[src/srwg_consts.svh]
// Constants of the special register write guard: offsets, fields, resets, timing.
// Assumes a 32-bit APB register bus with word-aligned byte addresses.
`ifndef SRWG_CONSTS_SVH
`define SRWG_CONSTS_SVH

// Register byte offsets
`define SRWG_OFF_PROTECT_CMD   8'h00
`define SRWG_OFF_SYS_STATUS    8'h04
`define SRWG_OFF_POWER_SAVE    8'h08
`define SRWG_OFF_PERIPH_WAIT   8'h0C
`define SRWG_OFF_DEBUG_MODE    8'h10
`define SRWG_OFF_WATCHDOG_MODE 8'h14
`define SRWG_OFF_INT_STATUS    8'h18
`define SRWG_OFF_INT_MASK      8'h1C

// Field positions
`define SRWG_BIT_PROT_ERR      0
`define SRWG_BIT_STOP_REQ      1
`define SRWG_BIT_DEBUG_EN      0
`define SRWG_EV_ERROR          0
`define SRWG_EV_UNLOCK         1
`define SRWG_EV_REJECT         2

// Field widths
`define SRWG_WAIT_W            2
`define SRWG_WDT_W             8
`define SRWG_EV_W              3

// Reset values
`define SRWG_RST_WAIT          2'h0
`define SRWG_RST_WDT           8'h00
`define SRWG_RST_DEBUG         1'h1
`define SRWG_RST_MASK          3'h0

// Peripheral register access length without wait cycles, in clocks
`define SRWG_BASE_ACCESS       3

`endif

[src/srwg_pkg.sv]
// Types shared by the special register write guard.
// Assumes srwg_consts.svh supplies the numeric constants.
package srwg_pkg;
	// Phase of the APB slave handling one transfer
	typedef enum logic [1:0] {
		PH_IDLE,
		PH_WAIT,
		PH_DONE
	} srwg_phase_e;

	// One bus data word
	typedef logic [31:0] srwg_word_t;
endpackage

[src/srwg_guard.sv]
// APB register bank guarding special registers behind a protect command write.
// Assumes an APB master on sys_clk and a synchronous active-high srst.
//
// Implementation choices: the register offsets and the APB slave port.
`timescale 1ns/1ps
`include "srwg_consts.svh"

module srwg_guard
	import srwg_pkg::*;
(
	input  wire logic                    sys_clk,
	input  wire logic                    srst,
	input  wire logic                    psel,
	input  wire logic                    penable,
	input  wire logic                    pwrite,
	input  wire logic [7:0]              paddr,
	input  wire logic [31:0]             pwdata,
	output logic      [31:0]             prdata,
	output logic                         pready,
	output logic                         pslverr,
	output logic                         irq,
	output logic                         intHold,
	output logic                         stopRequest,
	output logic                         debugMode,
	output logic      [`SRWG_WAIT_W-1:0] waitCycles,
	output logic      [`SRWG_WDT_W-1:0]  watchdogMode
);

	// Address match against one register offset
	function automatic logic hit(input logic [7:0] addr, input logic [7:0] off);
		hit = (addr == off);
	endfunction

	srwg_phase_e                 phase;        // Slave transfer phase
	srwg_phase_e                 next_phase;   // Next transfer phase
	logic [`SRWG_WAIT_W-1:0]     waitCnt;      // Wait cycles spent
	logic                        armed;        // Last write hit command reg while unarmed
	logic                        protErr;      // Protection error flag
	logic [`SRWG_EV_W-1:0]       intStat;      // Sticky event bits
	logic [`SRWG_EV_W-1:0]       intMask;      // Event enables
	logic [`SRWG_EV_W-1:0]       next_intStat; // Next event bits
	logic                        next_armed;   // Next unlock state

	// Decoding of the completing transfer
	wire accDone  = psel & penable & pready;
	wire wrDone   = accDone & pwrite;
	wire rdDone   = accDone & ~pwrite;
	wire selCmd   = hit(paddr, `SRWG_OFF_PROTECT_CMD);
	wire selSys   = hit(paddr, `SRWG_OFF_SYS_STATUS);
	wire selPwr   = hit(paddr, `SRWG_OFF_POWER_SAVE);
	wire selWait  = hit(paddr, `SRWG_OFF_PERIPH_WAIT);
	wire selDbg   = hit(paddr, `SRWG_OFF_DEBUG_MODE);
	wire selWdt   = hit(paddr, `SRWG_OFF_WATCHDOG_MODE);
	wire selIst   = hit(paddr, `SRWG_OFF_INT_STATUS);
	wire selImk   = hit(paddr, `SRWG_OFF_INT_MASK);
	wire selAny   = selCmd | selSys | selPwr | selWait | selDbg | selWdt | selIst | selImk;
	wire selSpec  = selPwr | selDbg;
	wire wrCmd    = wrDone & selCmd;
	wire wrSys    = wrDone & selSys;
	wire specOk   = wrDone & selSpec & armed;
	wire specBad  = wrDone & selSpec & ~armed;
	wire cmdAgain = wrCmd & armed;
	wire errSet   = cmdAgain | specBad;
	wire errClr   = wrSys & ~pwdata[`SRWG_BIT_PROT_ERR];
	wire evErr    = errSet;
	wire evUnlock = specOk;
	wire evReject = specBad;
	wire waitDone = (waitCnt == waitCycles);

	// Read data selection
	wire [31:0] rdMux =
		selSys  ? {31'h0, protErr} :
		selPwr  ? {30'h0, stopRequest, 1'h0} :
		selWait ? {30'h0, waitCycles} :
		selDbg  ? {31'h0, debugMode} :
		selWdt  ? {24'h0, watchdogMode} :
		selIst  ? {29'h0, intStat} :
		selImk  ? {29'h0, intMask} : 32'h0;

	// Transfer phase sequencing; pready rises after base access plus waits
	always_comb begin
		next_phase = phase;
		case (phase)
			PH_IDLE: begin
				if (psel & ~penable) begin
					next_phase = PH_WAIT;
				end
			end
			PH_WAIT: begin
				if (psel & penable & waitDone) begin
					next_phase = PH_DONE;
				end
			end
			PH_DONE: begin
				next_phase = PH_IDLE;
			end
			default: begin
				next_phase = PH_IDLE;
			end
		endcase
	end

	// Unlock is armed by a command write while unarmed and spent by any other write or a repeated command write
	always_comb begin
		next_armed = armed;
		if (wrDone) begin
			next_armed = wrCmd & ~armed;
		end
	end

	// Event bits: new events win over the read that clears them
	always_comb begin
		next_intStat = intStat;
		if (rdDone & selIst) begin
			next_intStat = '0;
		end
		next_intStat[`SRWG_EV_ERROR]  = next_intStat[`SRWG_EV_ERROR] | evErr;
		next_intStat[`SRWG_EV_UNLOCK] = next_intStat[`SRWG_EV_UNLOCK] | evUnlock;
		next_intStat[`SRWG_EV_REJECT] = next_intStat[`SRWG_EV_REJECT] | evReject;
	end

	// Bus phase and wait counter
	always_ff @(posedge sys_clk) begin
		if (srst) begin
			phase   <= PH_IDLE;
			waitCnt <= '0;
		end else begin
			phase   <= next_phase;
			waitCnt <= (phase == PH_WAIT && !waitDone) ? waitCnt + 1'b1 : '0;
		end
	end

	// Bus answer registers
	always_ff @(posedge sys_clk) begin
		if (srst) begin
			pready  <= 1'b0;
			pslverr <= 1'b0;
			prdata  <= 32'h0;
		end else begin
			pready  <= (next_phase == PH_DONE);
			pslverr <= (next_phase == PH_DONE) & ~selAny;
			prdata  <= (next_phase == PH_DONE && !pwrite) ? rdMux : 32'h0;
		end
	end

	// Unlock state, error flag, interrupt hold
	always_ff @(posedge sys_clk) begin
		if (srst) begin
			armed   <= 1'b0;
			protErr <= 1'b0;
			intHold <= 1'b0;
		end else begin
			armed   <= next_armed;
			intHold <= next_armed;
			if (errClr) begin
				protErr <= 1'b0;
			end else if (errSet) begin
				protErr <= 1'b1;
			end
		end
	end

	// Special registers change only on an accepted unlock
	always_ff @(posedge sys_clk) begin
		if (srst) begin
			stopRequest <= 1'b0;
			debugMode   <= `SRWG_RST_DEBUG;
		end else begin
			if (specOk & selPwr) begin
				stopRequest <= pwdata[`SRWG_BIT_STOP_REQ];
			end
			if (specOk & selDbg) begin
				debugMode <= pwdata[`SRWG_BIT_DEBUG_EN];
			end
		end
	end

	// Plain configuration registers
	always_ff @(posedge sys_clk) begin
		if (srst) begin
			waitCycles   <= `SRWG_RST_WAIT;
			watchdogMode <= `SRWG_RST_WDT;
			intMask      <= `SRWG_RST_MASK;
		end else begin
			if (wrDone & selWait) begin
				waitCycles <= pwdata[`SRWG_WAIT_W-1:0];
			end
			if (wrDone & selWdt) begin
				watchdogMode <= pwdata[`SRWG_WDT_W-1:0];
			end
			if (wrDone & selImk) begin
				intMask <= pwdata[`SRWG_EV_W-1:0];
			end
		end
	end

	// Interrupt status and level output, silenced while unlock armed
	always_ff @(posedge sys_clk) begin
		if (srst) begin
			intStat <= '0;
			irq     <= 1'b0;
		end else begin
			intStat <= next_intStat;
			irq     <= (|(next_intStat & intMask)) & ~next_armed;
		end
	end

	// Helper: clocks since the setup cycle of the current transfer
	logic [3:0] accLen; // Clock count of the running transfer
	always_ff @(posedge sys_clk) begin
		if (srst) begin
			accLen <= 4'h0;
		end else if (psel & ~penable) begin
			accLen <= 4'h1;
		end else if (psel & penable & ~pready) begin
			accLen <= accLen + 4'h1;
		end
	end

	// Transfer with zero waits completes on its third clock
	property p_base_access;
		@(posedge sys_clk) disable iff (srst)
		(accDone && waitCycles == '0) |-> (accLen == 4'h2);
	endproperty
	a_base_access: assert property (p_base_access) else $error("access length wrong");

	// Each wait cycle adds one clock
	property p_wait_access;
		@(posedge sys_clk) disable iff (srst)
		accDone |-> (accLen == 4'h2 + {2'h0, waitCycles});
	endproperty
	a_wait_access: assert property (p_wait_access) else $error("wait count ignored");

	// Repeated command write sets the error flag
	property p_cmd_again;
		@(posedge sys_clk) disable iff (srst)
		(wrCmd && armed) |=> protErr;
	endproperty
	a_cmd_again: assert property (p_cmd_again) else $error("repeat command no error");

	// Zero write to status right after command clears the flag
	property p_clear_wins;
		@(posedge sys_clk) disable iff (srst)
		(wrSys && armed && !pwdata[`SRWG_BIT_PROT_ERR]) |=> !protErr;
	endproperty
	a_clear_wins: assert property (p_clear_wins) else $error("error not cleared");

	// Unarmed special write is discarded and flagged
	property p_reject;
		@(posedge sys_clk) disable iff (srst)
		(wrDone && selPwr && !armed) |=> (protErr && $stable(stopRequest));
	endproperty
	a_reject: assert property (p_reject) else $error("unarmed write accepted");

	// Armed special write lands and clears arming
	property p_accept;
		@(posedge sys_clk) disable iff (srst)
		(wrDone && selDbg && armed) |=> (debugMode == $past(pwdata[0]) && !armed);
	endproperty
	a_accept: assert property (p_accept) else $error("armed write lost");

	// No interrupt while the unlock is armed
	property p_hold;
		@(posedge sys_clk) disable iff (srst)
		armed |-> (!irq && intHold);
	endproperty
	a_hold: assert property (p_hold) else $error("interrupt during unlock");

	// Scenarios worth seeing
	property p_cv_unlock;
		@(posedge sys_clk) disable iff (srst)
		wrCmd ##[1:20] specOk;
	endproperty
	c_cv_unlock: cover property (p_cv_unlock);

	property p_cv_double;
		@(posedge sys_clk) disable iff (srst)
		cmdAgain;
	endproperty
	c_cv_double: cover property (p_cv_double);

	property p_cv_waits;
		@(posedge sys_clk) disable iff (srst)
		accDone && waitCycles == 2'h3;
	endproperty
	c_cv_waits: cover property (p_cv_waits);

	// A refused special write leaves its mark in the event bits
	property p_reject_event;
		@(posedge sys_clk) disable iff (srst)
		specBad |=> intStat[`SRWG_EV_REJECT];
	endproperty
	a_reject_event: assert property (p_reject_event) else $error("reject event lost");

	property p_cv_reject;
		@(posedge sys_clk) disable iff (srst)
		specBad;
	endproperty
	c_cv_reject: cover property (p_cv_reject);

endmodule

[config.mk]
export PLATFORM = sky130hd
export DESIGN_NAME = srwg_guard
export DESIGN_NICKNAME = d
export VERILOG_FILES = /design/src/srwg_pkg.sv /design/src/srwg_guard.sv
export VERILOG_INCLUDE_DIRS = /design/src
export SDC_FILE = /design/constraint.sdc
export NUM_CORES = 1
export LEC_CHECK = 0
export ABC_AREA = 0
export BUFFER_PORTS_ARGS = -buffer_cell sky130_fd_sc_hd__buf_2
export CAP_MARGIN = 20
export CELL_PAD_IN_SITES_DETAIL_PLACEMENT = 1
export CELL_PAD_IN_SITES_GLOBAL_PLACEMENT = 1
export CORE_MARGIN = 2
export CORE_UTILIZATION = 30
export CTS_CLUSTER_SIZE = 30
export DETAILED_ROUTE_END_ITERATION = 6
export GPL_ROUTABILITY_DRIVEN = 0
export PLACE_DENSITY_LB_ADDON = 0.1
export SLEW_MARGIN = 20
export SYNTH_ARGS = -nofsm -noshare
export SYNTH_HDL_FRONTEND = slang
export SYNTH_SLANG_ARGS = --single-unit
[constraint.sdc]
create_clock -name sys_clk -period 6.45 [get_ports sys_clk]
set_clock_uncertainty 0.2 [all_clocks]
set_input_delay 1.29 -clock sys_clk [delete_from_list [all_inputs] [get_ports sys_clk]]
set_output_delay 1.29 -clock sys_clk [all_outputs]
set_load 0.05 [all_outputs]
==> results.py <==
metrics = {
    "timing": {
        "hold_viol_final": 0,
        "finalCriticalPeriod_ns": 3.148,
        "tns_ns": 0,
        "whs_ns": 0.2250,
        "fmax_ghz": 0.3176,
        "grt_setup_unrepaired": "no",
        "finalSetupViolCount": 0,
        "fin_crit_sh_pct": 48.81,
        "worstMarginPinSlew_ns": 0.5035,
        "slew_violations": 0,
        "slew_headroom_pct": 66.43,
        "finalWorstSetupSlack_ns": 3.302,
    },
    "die": {
        "die_y_um": 79.32,
        "coreArea_um2": 5507,
        "start_util_pct": 30.90,
        "rows": 27,
        "fp.dieW_um": 79.32,
        "dieArea_um2": 6291,
        "ios": 93,
    },
    "job": {
        "max-cap-violations": 0,
    },
    "final_layout": {
        "drive_gt1_share_pct": 26.96,
        "n_antenna_cell": 0,
        "final_core_util_pct": 36.22,
        "final_nets": 274,
        "areaGrowthSynthToFinish_pct": 17.21,
    },
    "setup_path": {
        "crit_path_start": "srst",
        "worstPathRequired_ns": 6.49,
        "critPathBufInv": 1,
        "critPathKind": "in2reg",
        "regToRegStartpoint": "phase[1]$_SDFF_PP0_",
        "cpMaxStageDelayCell": "or3b_2",
        "startpoint_type": "input pin",
        "path_delay_family": "simple AND/OR/NAND/NOR gates",
        "end_kind": "flip-flop",
        "cp.arrival_ns": 3.19,
        "r2r_end": "prdata[3]$_SDFF_PP0_",
        "rr_worst_depth": 5,
        "slowest_delay_ns": 0.56,
        "path_cells": "buf_2 > or3b_2 > nor4_2 > nand2b_1 > nor4b_2 > and2_1",
        "cp_max_fo": 23,
        "r2r_setup_slack_ns": 4.27,
    },
    "logic_synthesis": {
        "synth-edff-count": 0,
        "syn-cell-area_um2": 1702,
        "synthCells": 186,
        "synth.area.top_cells": "dfxtp_1 (41%), buf_4 (11%), mux2i_1 (8.2%)",
        "synth_common_cells": "dfxtp_1 (35), buf_4 (24), nor2_1 (24)",
        "ys_ff_latch": 35,
        "yosysSeqAreaShare_pct": 41.18,
        "synthDistinctLibCells": 41,
        "synth_most_common_cell": "dfxtp_1",
        "ys_warn_count": 0,
        "avgSynthCellArea_um2": 9.149,
        "synth_top_cell_area_share_pct": 41.18,
        "yosysTopAreaCell": "dfxtp_1",
        "synthArstFlopShare_pct": 0,
        "synthFlopType": "dfxtp_1",
    },
    "drt": {
        "ant_nets": 0,
        "via_per_inst": 4.573,
        "wl_per_cell_um": 13.71,
        "drt-total-wl_um": 4141,
        "drcViolationCount": 0,
        "drtIter0Drc": 29,
        "num_vias": 1381,
        "dr.pass1.iters": 4,
    },
    "clock_tree": {
        "ctsRootBufferMaster": "clkbuf_8",
        "cts_tree": "yes",
        "insertion_delay_ns": 0.30,
        "cts_resized": 0,
        "clockBufferDepth": 2,
        "htreeDepth": 2,
        "numClockSinks": 35,
        "cts_buffers": 5,
        "cts-hold-fix-buffers": 0,
        "clk_pin_slew_ns": 0.07,
        "cts_setup_buffers": 0,
    },
    "worst_hold_path": {
        "hold_path_depth": 1,
        "hold_path.class": "reg2reg",
        "hp-start": "phase[1]$_SDFF_PP0_",
        "min_to": "phase[0]$_SDFF_PP0_",
    },
    "grt": {
        "grt_pass1_vias": 1317,
        "grt_pass1_wl_um": 6589,
        "grt_util_all_layers_pct": 14.04,
        "antenna_found_initial": 0,
        "grt_max_degree": 24,
        "gr-total-overflow": 0,
    },
    "place": {
        "port_buffers": 44,
        "dp_hpwl_um": 3215,
        "pre_cts_slack_ns": 2.933,
    },
    "power": {
        "power_uw": 451.5,
        "peakVddDrop_v": 0.00007279,
        "power_density_nw_per_um2": 226.4,
        "p_leak_nw": 0.9361,
    },
    "outcome": {
        "status": "finished, final reports clean",
    },
}
==> final cells by class <==
cell class              instances  area (um^2)
fillers                       681         3512
multi-input cells             141        872.1
flip-flops and latches         35        700.7
repair buffers                 44        220.2
clock buffers                   7        96.34
well taps                      72        90.09
clock inverters                 1        7.507
inverters                       2        7.507
==> metrics by stage <==
stage               cell area, um^2  instances
finish                         1994        302
floorplan                      1788        209
global route                   1994        302
global placement               1891        294
detailed placement             1891        294
CTS                            1994        302
==> registers in the layout, indices dropped and copies added (netlist names) <==
| register | count |
|---|---|
| armed | 1 |
| debugMode | 1 |
| intMask | 3 |
| intStat | 3 |
| irq | 1 |
| phase | 2 |
| prdata | 8 |
| pready | 1 |
| protErr | 1 |
| pslverr | 1 |
| stopRequest | 1 |
| waitCnt | 2 |
| waitCycles | 2 |
| watchdogMode | 8 |
==> per-layer routing <==
metal / routed length, um / part of all wire [%] / track usage, %
met2: 1878 / 45 / 21.95
met1: 1948 / 47 / 17.42
met5: 0 / 0 / 0
met3: 264 / 6.4 / 6.250
met4: 50 / 1.2 / 4.138
==> logic make-up (layout without fill, tap and decap cells) <==
logic type	after synthesis	in the layout	share of synthesized area [%]
compound gates	18	18	7.206
mux	16	16	9.558
other cells	1	24	0.2204
buf+inv	33	54	12.65
simple gates	78	78	26.62
flops	35	35	41.18
xor+xnor	5	5	2.573
==> power by group <==
| group | internal (mW) | switching [mW] | total, mW |
|---|---|---|---|
| clock | 0.0971 | 0.0841 | 0.181 |
| sequential | 0.217 | 0.000250 | 0.217 |
| combinational | 0.00867 | 0.0448 | 0.0535 |
| total | 0.322 | 0.129 | 0.452 |
==> cell usage in the layout, fill, tap and decap left out, types with 4 or more instances in the layout <==
master | netlist | final
buf_2 | 1 | 44
dfxtp_1 | 35 | 35
nor2_1 | 24 | 24
conb_1 | 1 | 24
mux2i_1 | 14 | 14
nand2_1 | 7 | 7
nor3_1 | 7 | 7
clkbuf_8 | 0 | 7
nand3_1 | 6 | 6
nor2b_1 | 6 | 6
and2_1 | 6 | 6
a21oi_1 | 5 | 5
xor2_1 | 4 | 4
==> worst max path at each step <==
| stage | to | slack [ns] | depth (start not counted) |
|---|---|---|---|
| after detailed placement | prdata[3]$_SDFF_PP0_ | 2.93 | 6 |
| after CTS | prdata[3]$_SDFF_PP0_ | 3.23 | 6 |
| after floorplan | irq$_SDFF_PP0_ | 3.38 | 6 |
| after global placement | prdata[3]$_SDFF_PP0_ | 2.93 | 6 |
| after global routing | prdata[4]$_SDFF_PP0_ | 3.07 | 6 |
| final | prdata[3]$_SDFF_PP0_ | 3.30 | 6 |
==> worst register-to-register path: cells and delay by family (launching register included) <==
family | cells | cell delay [ns]
DFF | 1 | 0.31
and+or+nand+nor | 5 | 1.61
No activity file was read; power rests on OpenSTA's default activity.
